===== src/include/modbus_regs_pkg.sv =====
// Package: register numbers, field positions and types of the drive's Modbus register handler
package modbus_regs_pkg;
    localparam logic [7:0] FC_READ_MULTI = 8'h03;
    localparam logic [7:0] FC_WRITE_SINGLE = 8'h06;
    localparam logic [7:0] FC_WRITE_MULTI = 8'h10;
    localparam logic [7:0] EXC_ILLEGAL_FUNC = 8'h01;
    localparam logic [7:0] EXC_ILLEGAL_ADDR = 8'h02;
    localparam logic [7:0] EXC_ILLEGAL_VALUE = 8'h03;
    localparam logic [15:0] REG_CONTROL = 16'h0001;
    localparam logic [15:0] REG_SPEED = 16'h0002;
    localparam logic [15:0] REG_SPARE = 16'h0003;
    localparam logic [15:0] REG_RAMP = 16'h0004;
    localparam logic [15:0] REG_STATUS = 16'h0006;
    localparam logic [15:0] REG_MON_LAST = 16'h0018;
    localparam logic [15:0] RAMP_MAX = 16'hea60;
    localparam logic [3:0] SRC_MODBUS = 4'h4;
    localparam int CW_RUN = 0;
    localparam int CW_FAST_STOP = 1;
    localparam int CW_RESET = 2;
    localparam int CW_COAST = 3;
    localparam logic [15:0] CONTROL_RESET = 16'h0000;
    localparam logic [15:0] SPEED_RESET = 16'h0000;
    localparam logic [15:0] RAMP_RESET = 16'h01f4;
    localparam int MON_COUNT = 18;

    // Request from the frame decoder, register numbers 1-based
    typedef struct packed {
        logic [7:0] func;
        logic [15:0] addr;
        logic [15:0] count;
        logic [15:0] data;
    } req_t;

    // Drive state shown in the status register
    typedef struct packed {
        logic [7:0] fault_code;
        logic low_high_load;
        logic ready;
        logic standby;
        logic service_due;
        logic inhibit;
        logic hand;
        logic tripped;
        logic running;
    } drive_status_t;

    // Commands issued to the motor control
    typedef struct packed {
        logic run;
        logic fast_stop;
        logic fault_reset;
        logic coast_stop;
        logic [15:0] speed;
        logic ramp_valid;
        logic [15:0] ramp;
    } drive_cmd_t;
endpackage


===== src/hdl/drive_modbus_command_registers.sv =====
// Design: Modbus holding register handler with drive command outputs
// ========================================
module drive_modbus_command_registers #(
    parameter int MON_REGS = modbus_regs_pkg::MON_COUNT
) (
    // Clock and reset
    input wire logic core_clk,
    input wire logic srst,
    // Request side from the frame decoder
    input wire logic req_valid,
    input wire modbus_regs_pkg::req_t req,
    input wire logic wr_beat_valid,
    input wire logic [15:0] wr_beat_data,
    output logic req_ready,
    // Answer side to the frame encoder
    output logic rsp_valid,
    output logic rsp_last,
    output logic rsp_exc,
    output logic [15:0] rsp_data,
    input wire logic rsp_ready,
    // Drive configuration and state
    input wire logic modbus_is_fieldbus,
    input wire logic [3:0] command_source_select,
    input wire logic option_module_fitted,
    input wire logic fieldbus_ramp_enable,
    input wire modbus_regs_pkg::drive_status_t drive_status,
    input wire logic [MON_REGS*16-1:0] monitor_words,
    // Commands to the motor control
    output modbus_regs_pkg::drive_cmd_t drive_cmd
);
    import modbus_regs_pkg::*;

    // ========================================
    // Sequencer states and working registers
    typedef enum logic [3:0] {
        ST_IDLE = 4'b0001,
        ST_READ = 4'b0010,
        ST_WBEAT = 4'b0100,
        ST_ANSWER = 4'b1000
    } state_t;

    state_t state_q;
    logic [15:0] control_q;
    logic [15:0] speed_q;
    logic [15:0] spare_q;
    logic [15:0] ramp_q;
    logic [15:0] addr_q;
    logic [15:0] left_q;
    logic exc_q;
    logic [7:0] exc_code_q;
    logic [15:0] echo_q;
    logic [15:0] rdata_d;
    logic rmapped_d;
    logic bus_owner;
    logic write_ok;
    logic multi_ok;
    logic [15:0] wr_addr;
    logic [15:0] wr_data;
    logic wr_en;
    logic [15:0] last_addr;

    // ========================================
    // Register decode used by single and multiple write checks
    function automatic logic is_cmd_reg(input logic [15:0] a);
        is_cmd_reg = (a >= REG_CONTROL) && (a <= REG_RAMP);
    endfunction

    // ========================================
    // Command ownership: Modbus source and no option module
    assign bus_owner = (command_source_select == SRC_MODBUS) && !option_module_fitted;
    assign last_addr = req.addr + req.count - 16'h0001;
    assign multi_ok = (req.count != 16'h0000) && is_cmd_reg(req.addr)
        && is_cmd_reg(last_addr) && (last_addr >= req.addr);
    assign write_ok = is_cmd_reg(req.addr) && modbus_is_fieldbus;

    // ========================================
    // Read decode of one register
    always_comb begin
        rdata_d = 16'h0000;
        rmapped_d = modbus_is_fieldbus;
        if (addr_q == REG_CONTROL) begin
            rdata_d = control_q;
        end else if (addr_q == REG_SPEED) begin
            rdata_d = speed_q;
        end else if (addr_q == REG_SPARE) begin
            rdata_d = spare_q;
        end else if (addr_q == REG_RAMP) begin
            rdata_d = ramp_q;
        end else if (addr_q == REG_STATUS) begin
            rdata_d = drive_status;
            rmapped_d = 1'b1;
        end else if (addr_q > REG_STATUS && addr_q <= REG_MON_LAST) begin
            rdata_d = monitor_words[16*(32'(addr_q) - 32'(REG_STATUS) - 1) +: 16];
            rmapped_d = 1'b1;
        end else begin
            rmapped_d = 1'b0;
        end
    end

    // ========================================
    // Request sequencing
    always_ff @(posedge core_clk) begin
        if (srst) begin
            state_q <= ST_IDLE;
            addr_q <= 16'h0000;
            left_q <= 16'h0000;
            exc_q <= 1'b0;
            exc_code_q <= 8'h00;
            echo_q <= 16'h0000;
        end else begin
            case (state_q)
                ST_IDLE: begin
                    if (req_valid) begin
                        addr_q <= req.addr;
                        left_q <= req.count;
                        exc_q <= 1'b0;
                        echo_q <= req.data;
                        if (req.func == FC_READ_MULTI) begin
                            if (req.count == 16'h0000) begin
                                exc_q <= 1'b1;
                                exc_code_q <= EXC_ILLEGAL_VALUE;
                                state_q <= ST_ANSWER;
                            end else begin
                                state_q <= ST_READ;
                            end
                        end else if (req.func == FC_WRITE_SINGLE) begin
                            exc_q <= !write_ok;
                            exc_code_q <= EXC_ILLEGAL_ADDR;
                            if (write_ok && req.addr == REG_RAMP && req.data > RAMP_MAX) begin
                                exc_q <= 1'b1;
                                exc_code_q <= EXC_ILLEGAL_VALUE;
                            end
                            state_q <= ST_ANSWER;
                        end else if (req.func == FC_WRITE_MULTI) begin
                            if (multi_ok && modbus_is_fieldbus) begin
                                state_q <= ST_WBEAT;
                            end else begin
                                exc_q <= 1'b1;
                                exc_code_q <= EXC_ILLEGAL_ADDR;
                                state_q <= ST_ANSWER;
                            end
                        end else begin
                            exc_q <= 1'b1;
                            exc_code_q <= EXC_ILLEGAL_FUNC;
                            state_q <= ST_ANSWER;
                        end
                    end
                end
                ST_READ: begin
                    if (!rmapped_d) begin
                        exc_q <= 1'b1;
                        exc_code_q <= EXC_ILLEGAL_ADDR;
                        state_q <= ST_ANSWER;
                    end else if (rsp_ready) begin
                        addr_q <= addr_q + 16'h0001;
                        left_q <= left_q - 16'h0001;
                        if (left_q == 16'h0001) begin
                            state_q <= ST_IDLE;
                        end
                    end
                end
                ST_WBEAT: begin
                    if (wr_beat_valid) begin
                        addr_q <= addr_q + 16'h0001;
                        left_q <= left_q - 16'h0001;
                        if (left_q == 16'h0001) begin
                            state_q <= ST_ANSWER;
                        end
                    end
                end
                ST_ANSWER: begin
                    if (rsp_ready) begin
                        state_q <= ST_IDLE;
                    end
                end
                default: begin
                    state_q <= ST_IDLE;
                end
            endcase
        end
    end

    // ========================================
    // Write port: single write on acceptance, multi write per beat
    always_comb begin
        wr_en = 1'b0;
        wr_addr = req.addr;
        wr_data = req.data;
        if (state_q == ST_IDLE && req_valid && req.func == FC_WRITE_SINGLE && write_ok) begin
            wr_en = !(req.addr == REG_RAMP && req.data > RAMP_MAX);
        end else if (state_q == ST_WBEAT && wr_beat_valid) begin
            wr_en = !(addr_q == REG_RAMP && wr_beat_data > RAMP_MAX);
            wr_addr = addr_q;
            wr_data = wr_beat_data;
        end
    end

    // ========================================
    // Holding register storage
    always_ff @(posedge core_clk) begin
        if (srst) begin
            control_q <= CONTROL_RESET;
            speed_q <= SPEED_RESET;
            spare_q <= 16'h0000;
            ramp_q <= RAMP_RESET;
        end else if (wr_en) begin
            if (wr_addr == REG_CONTROL) begin
                control_q <= wr_data;
            end else if (wr_addr == REG_SPEED) begin
                speed_q <= wr_data;
            end else if (wr_addr == REG_SPARE) begin
                spare_q <= wr_data;
            end else if (wr_addr == REG_RAMP) begin
                ramp_q <= wr_data;
            end
        end
    end

    // ========================================
    // Drive command outputs from flip-flops
    always_ff @(posedge core_clk) begin
        if (srst) begin
            drive_cmd <= '0;
        end else begin
            drive_cmd.run <= bus_owner & control_q[CW_RUN];
            drive_cmd.fast_stop <= bus_owner & control_q[CW_FAST_STOP];
            drive_cmd.fault_reset <= bus_owner & control_q[CW_RESET];
            drive_cmd.coast_stop <= bus_owner & control_q[CW_COAST];
            drive_cmd.speed <= bus_owner ? speed_q : 16'h0000;
            drive_cmd.ramp_valid <= fieldbus_ramp_enable;
            drive_cmd.ramp <= fieldbus_ramp_enable ? ramp_q : 16'h0000;
        end
    end

    // ========================================
    // Answer path; this channel shares no state with any other serial channel
    assign req_ready = (state_q == ST_IDLE);
    assign rsp_valid = (state_q == ST_ANSWER) || (state_q == ST_READ && rmapped_d);
    assign rsp_exc = (state_q == ST_ANSWER) && exc_q;
    // Last flag only means something while a beat is offered
    assign rsp_last = (state_q == ST_ANSWER) || (state_q == ST_READ && left_q == 16'h0001);
    assign rsp_data = (state_q == ST_READ) ? rdata_d
        : (exc_q ? {8'h00, exc_code_q} : echo_q);

    // ========================================
    // Checks: commands follow the holding registers only under the right settings
    a_cmd_gated: assert property (@(posedge core_clk) disable iff (srst)
        !bus_owner |=> !drive_cmd.run)
        else $error("run without ownership");
    a_speed_gated: assert property (@(posedge core_clk) disable iff (srst)
        !bus_owner |=> drive_cmd.speed == 16'h0000)
        else $error("speed without ownership");
    a_run_follows: assert property (@(posedge core_clk) disable iff (srst)
        bus_owner && control_q[CW_RUN] |=> drive_cmd.run)
        else $error("run lost");
    a_stop_bits: assert property (@(posedge core_clk) disable iff (srst)
        bus_owner |=> drive_cmd.fast_stop == $past(control_q[CW_FAST_STOP])
        && drive_cmd.fault_reset == $past(control_q[CW_RESET])
        && drive_cmd.coast_stop == $past(control_q[CW_COAST]))
        else $error("stop bits lost");
    a_fast_stop: assert property (@(posedge core_clk) disable iff (srst)
        drive_cmd.fast_stop |-> $past(control_q[CW_FAST_STOP]))
        else $error("bad fast stop");
    a_reset_bit: assert property (@(posedge core_clk) disable iff (srst)
        drive_cmd.fault_reset |-> $past(control_q[CW_RESET]))
        else $error("bad reset");
    a_coast_bit: assert property (@(posedge core_clk) disable iff (srst)
        drive_cmd.coast_stop |-> $past(control_q[CW_COAST]))
        else $error("bad coast");
    a_speed_follows: assert property (@(posedge core_clk) disable iff (srst)
        bus_owner |=> drive_cmd.speed == $past(speed_q))
        else $error("speed lost");
    // Ramp time checks, independent of the command source
    a_ramp_gate: assert property (@(posedge core_clk) disable iff (srst)
        drive_cmd.ramp_valid |-> $past(fieldbus_ramp_enable))
        else $error("ramp ungated");
    a_ramp_blocked: assert property (@(posedge core_clk) disable iff (srst)
        !fieldbus_ramp_enable |=> !drive_cmd.ramp_valid && drive_cmd.ramp == 16'h0000)
        else $error("ramp leaks");
    a_ramp_follows: assert property (@(posedge core_clk) disable iff (srst)
        fieldbus_ramp_enable |=> drive_cmd.ramp == $past(ramp_q))
        else $error("ramp lost");
    a_ramp_range: assert property (@(posedge core_clk) disable iff (srst)
        ramp_q <= RAMP_MAX)
        else $error("ramp out of range");
    a_ramp_refused: assert property (@(posedge core_clk) disable iff (srst)
        state_q == ST_IDLE && req_valid && req.func == FC_WRITE_SINGLE && write_ok
        && req.addr == REG_RAMP && req.data > RAMP_MAX
        |=> exc_q && exc_code_q == EXC_ILLEGAL_VALUE && $stable(ramp_q))
        else $error("ramp over range taken");
    // Request handling checks
    a_read_accept: assert property (@(posedge core_clk) disable iff (srst)
        state_q == ST_IDLE && req_valid && req.func == FC_READ_MULTI && req.count != 16'h0000
        |=> state_q == ST_READ && addr_q == $past(req.addr) && left_q == $past(req.count))
        else $error("read not started");
    a_read_step: assert property (@(posedge core_clk) disable iff (srst)
        state_q == ST_READ && rsp_valid && rsp_ready && left_q != 16'h0001
        |=> state_q == ST_READ && addr_q == $past(addr_q) + 16'h0001)
        else $error("read not consecutive");
    a_single_write: assert property (@(posedge core_clk) disable iff (srst)
        state_q == ST_IDLE && req_valid && req.func == FC_WRITE_SINGLE
        && write_ok && req.addr == REG_SPEED |=> speed_q == $past(req.data))
        else $error("single write lost");
    a_write_refused: assert property (@(posedge core_clk) disable iff (srst)
        state_q == ST_IDLE && req_valid && req.func == FC_WRITE_SINGLE && !modbus_is_fieldbus
        |=> state_q == ST_ANSWER && exc_q && $stable(control_q) && $stable(speed_q))
        else $error("write while not fieldbus");
    a_multi_accept: assert property (@(posedge core_clk) disable iff (srst)
        state_q == ST_IDLE && req_valid && req.func == FC_WRITE_MULTI && multi_ok
        && modbus_is_fieldbus |=> state_q == ST_WBEAT)
        else $error("multi write refused");
    a_multi_reject: assert property (@(posedge core_clk) disable iff (srst)
        state_q == ST_IDLE && req_valid && req.func == FC_WRITE_MULTI && !multi_ok
        |=> state_q == ST_ANSWER && exc_q && $stable(control_q))
        else $error("bad multi");
    a_status_read: assert property (@(posedge core_clk) disable iff (srst)
        state_q == ST_READ && addr_q == REG_STATUS |-> rsp_valid && rsp_data == drive_status)
        else $error("status read");
    a_monitor_read: assert property (@(posedge core_clk) disable iff (srst)
        state_q == ST_READ && addr_q > REG_STATUS && addr_q <= REG_MON_LAST |-> rsp_valid)
        else $error("monitor read");
    // Main scenarios
    c_read_burst: cover property (@(posedge core_clk) state_q == ST_READ && left_q > 16'h0002);
    c_multi_write: cover property (@(posedge core_clk) state_q == ST_WBEAT && wr_beat_valid);
    c_exception: cover property (@(posedge core_clk) rsp_exc && rsp_ready);
    c_status_read: cover property (@(posedge core_clk) state_q == ST_READ && addr_q == REG_STATUS);
    c_owned_run: cover property (@(posedge core_clk) drive_cmd.run && drive_cmd.ramp_valid);
endmodule


===== config.mk =====
export PLATFORM = sky130hd
export DESIGN_NAME = drive_modbus_command_registers
export DESIGN_NICKNAME = d
export VERILOG_FILES = /design/src/include/modbus_regs_pkg.sv /design/src/hdl/drive_modbus_command_registers.sv
export SDC_FILE = /design/constraint.sdc
export NUM_CORES = 1
export LEC_CHECK = 0
export BUFFER_PORTS_ARGS = -buffer_cell sky130_fd_sc_hd__buf_2
export CAP_MARGIN = 20
export CORE_AREA = 2 2 172 174
export DETAILED_ROUTE_END_ITERATION = 8
export DIE_AREA = 0 0 174 176
export PLACE_DENSITY_LB_ADDON = 0.05
export SYNTH_ARGS = -nofsm -noshare
export SYNTH_HDL_FRONTEND = slang
export SYNTH_SLANG_ARGS = --single-unit
export TNS_END_PERCENT = 100

===== constraint.sdc =====
create_clock -name core_clk -period 5.72 [get_ports core_clk]
set_input_delay 0.572 -clock core_clk [delete_from_list [all_inputs] [get_ports core_clk]]
set_output_delay 0.572 -clock core_clk [all_outputs]
set_load 0.02 [all_outputs]

[Word-level counts from Yosys, hierarchy flattened]
Index checks and enable logic that the tools add are counted.
Widths: inputs -> output; s select.
Cells by class
  add/subtract/negate cells: 6
  order comparisons: 9
  equal/unequal tests: 30
  shifts and indexed selects: 1
  mux-type cells: 61
  bitwise gates (word level): 9
  reductions and logical operators: 41
Operators by type and width (number)
  $mux 16: 20
  $shiftx 288x33->16: 1
  $pmux 16 s3: 2
  $eq 16x2->1 const B: 4
  $eq 16x3->1 const B: 4
  $mux 8: 7
  $eq 16x1->1 const B: 3
  $mux 4: 12
  $ge 16x1->1 const B: 2
  $gt 16x16->1 const B: 2
  $le 16x3->1 const B: 2
  $sub 16x1->16 const B: 2
  $logic_and 1x1->1: 20
  $sub 17x2->18 const B: 1
  $mux 1: 17
  $sub 16x3->17 const B: 1
  $add 16x1->16 const B: 1
  $add 16x16->16: 1
  $ge 16x16->1: 1
  $gt 16x3->1 const B: 1
  $le 16x5->1 const B: 1
  $logic_not 16->1: 1
  $pmux 4 s4: 1
  $pmux 8 s2: 1
  26 further kinds: 49
Storage, ports and cells
  register bits after elaboration: 162
  bits of input ports: 388
  output and inout port bits: 57
  logic and storage cells: 174

[Logic depth before layout (Yosys ltp)]
  depth after elaboration: 13
  mapped depth: 19

[Least setup slack after synthesis]
No wires, ideal clock.
  path type: in2reg
  from: in req[33] (netlist name)
  to: reg exc_code_q[0]
  library setup time: 0.114 ns
  arrival: 4.326 ns
  data required time: 5.606 ns
  setup slack: 1.280 ns
  stages on the path: 19
  path buffers: 1
  path through: clkbuf_1 > inv_1 > ha_1 > inv_1 > ha_1 > fa_1 > a21o_1 > a221oi_2 > a211oi_1 > nor3_1 > xnor2_1 > ha_1 > a21o_1 > a21oi_1 > nor2b_1 > a2111oi_0 > nor2_1 > nor4b_1 > a21o_1
Between the ends
  cells in the longest elaborated chain, start to end: 10
  elaborated cells between the ends (all ways): 24
RTL lines
  start: declaration: line drive_modbus_command_registers.sv:11  | input wire modbus_regs_pkg::req_t req,
  parallel branches: the longest is 10 deep, another holds $add 16x16->16
  end signal: assignment: line drive_modbus_command_registers.sv:121  | exc_code_q <= EXC_ILLEGAL_VALUE;
  end signal: assignment: line drive_modbus_command_registers.sv:128  | exc_code_q <= EXC_ILLEGAL_ADDR;
  end signal: assignment: line drive_modbus_command_registers.sv:131  | exc_code_q <= EXC_ILLEGAL_VALUE;
  end: declaration: line drive_modbus_command_registers.sv:50  | logic [7:0] exc_code_q;
Several ways; the timed one is not identified. The select of a mux whose other input is x is not followed.
A chain may end at the register's enable or synchronous reset.

[Worst setup path in the final report]
  from: reg addr_q[1]
  to: out rsp_data[1]
Between the ends
  cells in the longest elaborated chain, start to end: 10
  elaborated cells between the ends (all ways): 18
RTL lines
  start: declaration: line drive_modbus_command_registers.sv:47  | logic [15:0] addr_q;
  start signal: assignment: line drive_modbus_command_registers.sv:114  | addr_q <= req.addr;
  start signal: assignment: line drive_modbus_command_registers.sv:155  | addr_q <= addr_q + 16'h0001;
  start signal: assignment: line drive_modbus_command_registers.sv:164  | addr_q <= addr_q + 16'h0001;
  $sub 16x3->17: line drive_modbus_command_registers.sv:93  | rdata_d = monitor_words[16*(32'(addr_q) - 32'(REG_STATUS) - 1) +: 16];
  $sub 17x2->18: line drive_modbus_command_registers.sv:93
  $shiftx 288x33->16: line drive_modbus_command_registers.sv:93
  $mux 16: line drive_modbus_command_registers.sv:92  | end else if (addr_q > REG_STATUS && addr_q <= REG_MON_LAST) begin
  $mux 16: line drive_modbus_command_registers.sv:89  | end else if (addr_q == REG_STATUS) begin
  $mux 16: line drive_modbus_command_registers.sv:87  | end else if (addr_q == REG_RAMP) begin
  $mux 16: line drive_modbus_command_registers.sv:85  | end else if (addr_q == REG_SPARE) begin
  $mux 16: line drive_modbus_command_registers.sv:83  | end else if (addr_q == REG_SPEED) begin
  $mux 16 (*): line drive_modbus_command_registers.sv:81  | if (addr_q == REG_CONTROL) begin
  $mux 16 (*): line drive_modbus_command_registers.sv:242  | assign rsp_data = (state_q == ST_READ) ? rdata_d
  end: declaration: line drive_modbus_command_registers.sv:19  | output logic [15:0] rsp_data,
Mark *: on every way between the ends. The rest lies on a longest branch, timed or not.

==> results_dict.tcl <==
set metrics [dict create \
    status "complete, no violations" \
    cap_violations 0 \
    max_freq_mhz 210 \
    gpl.final_weighted_congestion 0.922 \
    worst_setup_path_end_kind "output pin" \
    fin_crit_sh 0.833 \
    coreArea_sq_um 28500 \
    timing.critical_path.from_type "flip-flop" \
    synth.ff_latch_count 156 \
    arrival_ns 4.19 \
    timing.final.setup_violations 0 \
    r2r.worst_path.cells 7 \
    period_minus_slack_ns 4.76 \
    rows 62 \
    ys_async_sr_fraction 0 \
    combinational_family_with_the_most_area_after_synthesis "compound AO/OA/AOI/OAI gates" \
    fin_skew_ns 0.0129 \
    crit_required_ns 5.15 \
    dieArea_sq_um 30600 \
    place.detailed.hpwl_um 41800 \
    worst_setup_hold_path_clk_slew_ns 0.07 \
    cts-buffers-inserted 17 \
    netlist_area_sq_um 12000 \
    timing_worst_slew_pin_value_ns 1.08 \
    netlist_top_cells_area "dfxtp_1 (26%), mux4_2 (12%), ha_1 (5.6%), nand2_1 (4.9%), a211oi_1 (4.8%)" \
    layout.core_utilization 0.531 \
    globalRoute.totalOverflow 0 \
    fin_nets 2256 \
    totalPowerFinal_uw 4240 \
    detail_route.drc_violations 0 \
    hold_buffers 0 \
    synth_area_per_cell_sq_um 8.37 \
    critical_path.reg2reg.endpoint "addr_q[11]$_SDFFE_PP0P_" \
    drive_above_1_share 0.340 \
    vias 13352 \
    global_route.usage.total 0.335 \
    postSynthCellCount 1432 \
    crit_path_start "addr_q[1]$_SDFFE_PP0P_" \
    finalMaxSlewViolations 0 \
    avgViaCountPerCell 6.02 \
    netlist.area_leader.share 0.261 \
    cts_post_setup_buffers_inserted 0 \
    synthesized_area_fraction_occupied_by_ao_oa_aoi_and_oai_cells 0.246 \
    synthesized_area_fraction_occupied_by_and_or_nand_nor_cells 0.206 \
    cp_max_fo 16 \
    reg_to_reg_start "addr_q[1]$_SDFFE_PP0P_" \
    die_width_um 174 \
    grt_max_degree 67 \
    total_nets_after_synthesis 1875 \
    power.leakage_uw 0.00623 \
    cell_type_with_the_highest_aggregate_area_in_the_netlist "dfxtp_1" \
    vias_in_the_first_global_route 12683 \
    synth_fa_ha_area_frac 0.0580 \
    grt_setup_unrepaired "no" \
    power-per-cell-area_nw_per_um2 280 \
    clock-root-buffer "clkbuf_16" \
    timing.hold.worst_path_depth 3 \
    synth-edff-count 0 \
    floorplan.initialDensity 0.420 \
    post_synth_mux_area_share 0.152 \
    ios 445 \
    postSynth.topFlopCell "dfxtp_1" \
    timing_worst_setup_path_type "flip-flop to output pin" \
    tritoncts "yes" \
    hold_path.class "primary input to flip-flop" \
    yosys.area_share.xor_xnor 0.0175 \
    area_added_between_synthesis_and_finish_pct 26.5 \
    peakVddDrop_mv 0.333 \
    worst_skew_pair.late_latency_ns 0.44 \
    wirelength_per_cell_um 23.9 \
    antenna_violations_before_repair 13 \
    synth_sequential_area_ratio 0.261 \
    violation_count_after_the_first_detailed_routing_iteration 1366 \
    post_dp_cell_area_sq_um 14500 \
    postRouteAntennaNets 0 \
    count_of_buffers_from_port_buffering 444 \
    totalNegativeSetupSlack_ns 0 \
    relSlewSlack 0.281 \
    cts_resized 0 \
    worst-r2r-setup-slack_ns 2.20 \
    yosysWarnings 0 \
    die_h_um 176 \
    routed_wirelength_um 52900 \
    htree_levels 4 \
    design_area_final_sq_um 15200 \
    ctsLongestPathBuffers 2 \
    worstSetupEndpoint "rsp_data[1]" \
    ys_types 77 \
    drt-pass1-iter-count 5 \
    final_hold_viol_count 0 \
    grt_first_pass_wirelength_um 78100 \
    clock-sinks 156 \
    fillers 2847 \
]
synthesized netlist by cell type, drive strengths merged (10+ instances only):
master / instances
a2bb2oi: 12
nand4: 15
mux2: 17
a21oi: 61
and3: 10
nor2: 118
buf: 28
xor2: 10
nor3: 42
mux2i: 19
and2: 39
ha: 54
a21o: 12
o31ai: 32
a31oi: 38
xnor2: 14
clkbuf: 79
a211oi: 80
a221oi: 19
nand3: 47
o311ai: 13
nand2: 157
nand3b: 17
nor4: 18
inv: 76
o21ai: 55
mux4: 64
dfxtp: 156
o22a: 12
a32oi: 15
how the worst min path moves through the flow:
| stage | slack [ns] | to | startpoint |
|---|---|---|---|
| 5_1_grt | 0.41 | echo_q[4]$_SDFFE_PP0P_ | req[4] |
| 4_1_cts | 0.39 | echo_q[3]$_SDFFE_PP0P_ | req[3] |
| 6_report | 0.40 | echo_q[3]$_SDFFE_PP0P_ | req[3] |
| 3_5_place_dp | 0.45 | echo_q[10]$_SDFFE_PP0P_ | echo_q[10]$_SDFFE_PP0P_ |
| 2_1_floorplan | 0.44 | echo_q[0]$_SDFFE_PP0P_ | echo_q[0]$_SDFFE_PP0P_ |
| 3_3_place_gp | 0.45 | echo_q[4]$_SDFFE_PP0P_ | echo_q[4]$_SDFFE_PP0P_ |
cell type report:
type / instances / area [sq um] / share of cell area
diodes: 8 / 20.0 / 0.00132
clock buffers: 17 / 425 / 0.0281
clock inverters: 15 / 163 / 0.0107
inverters: 76 / 285 / 0.0188
multi-input cells: 1093 / 8250 / 0.544
flip-flops and latches: 156 / 3130 / 0.206
well taps: 384 / 480 / 0.0317
repair buffers: 469 / 2420 / 0.159
where the power goes:
group / switching (uW) / internal [uW]
registers: 78.9 / 1150
clock network: 566 / 589
logic: 1110 / 744
total: 1760 / 2480
cells by family after synthesis:
group	count (synthesis)
DFF	156
AOI/OAI and AO/OA	410
xor gates and xnor gates	24
muxes	100
and+or+nand+nor	504
adders and majority gates	55
buffers and inverters	183
state kept, by name (all words and copies together), names as in the netlist:
| register | cells |
|---|---|
| addr_q | 16 |
| control_q | 16 |
| drive_cmd | 37 |
| echo_q | 16 |
| exc_code_q | 2 |
| exc_q | 1 |
| left_q | 16 |
| ramp_q | 16 |
| spare_q | 16 |
| speed_q | 16 |
| state_q | 4 |
through the flow:
stage / cells / hold WS, ns / setup WS [ns]
after floorplan: 1432 / 0.436 / 1.28
after global placement: 2177 / 0.448 / 0.793
after detailed placement: 2177 / 0.451 / 0.767
after CTS: 2209 / 0.387 / 0.984
after global routing: 2216 / 0.406 / 0.732
final: 2218 / 0.396 / 0.956
cell usage in the layout, fill, tap and decap left out, types with 19 or more instances in the layout:
| master | count |
|---|---|
| nor2_1 | 116 |
| inv_1 | 76 |
| a211oi_1 | 76 |
| and2_1 | 39 |
| ha_1 | 53 |
| dfxtp_1 | 155 |
| nand3_1 | 47 |
| a21oi_1 | 60 |
| o31ai_1 | 31 |
| a31oi_1 | 38 |
| mux4_2 | 64 |
| mux2i_1 | 19 |
| nor3_1 | 39 |
| buf_2 | 443 |
| o21ai_0 | 52 |
| buf_4 | 25 |
| nand2_1 | 156 |
metal layers:
metal | global-route usage | wire [um]
met4 | 0.0893 | 1180
met2 | 0.552 | 25200
met1 | 0.452 | 22300
met5 | 0 | 65
met3 | 0.0624 | 4190
worst max-delay path, stage by stage, from the launching register on:
cell,delay (ns)
dfxtp_1,0.43
ha_1,0.41
or3b_1,0.42
a221oi_2,0.22
a31oi_1,0.08
or4b_1,0.52
a221o_1,0.67
a21o_1,0.36
a221oi_1,0.41
buf_2,0.24
Note: power is estimated with default switching activity, not from simulation.
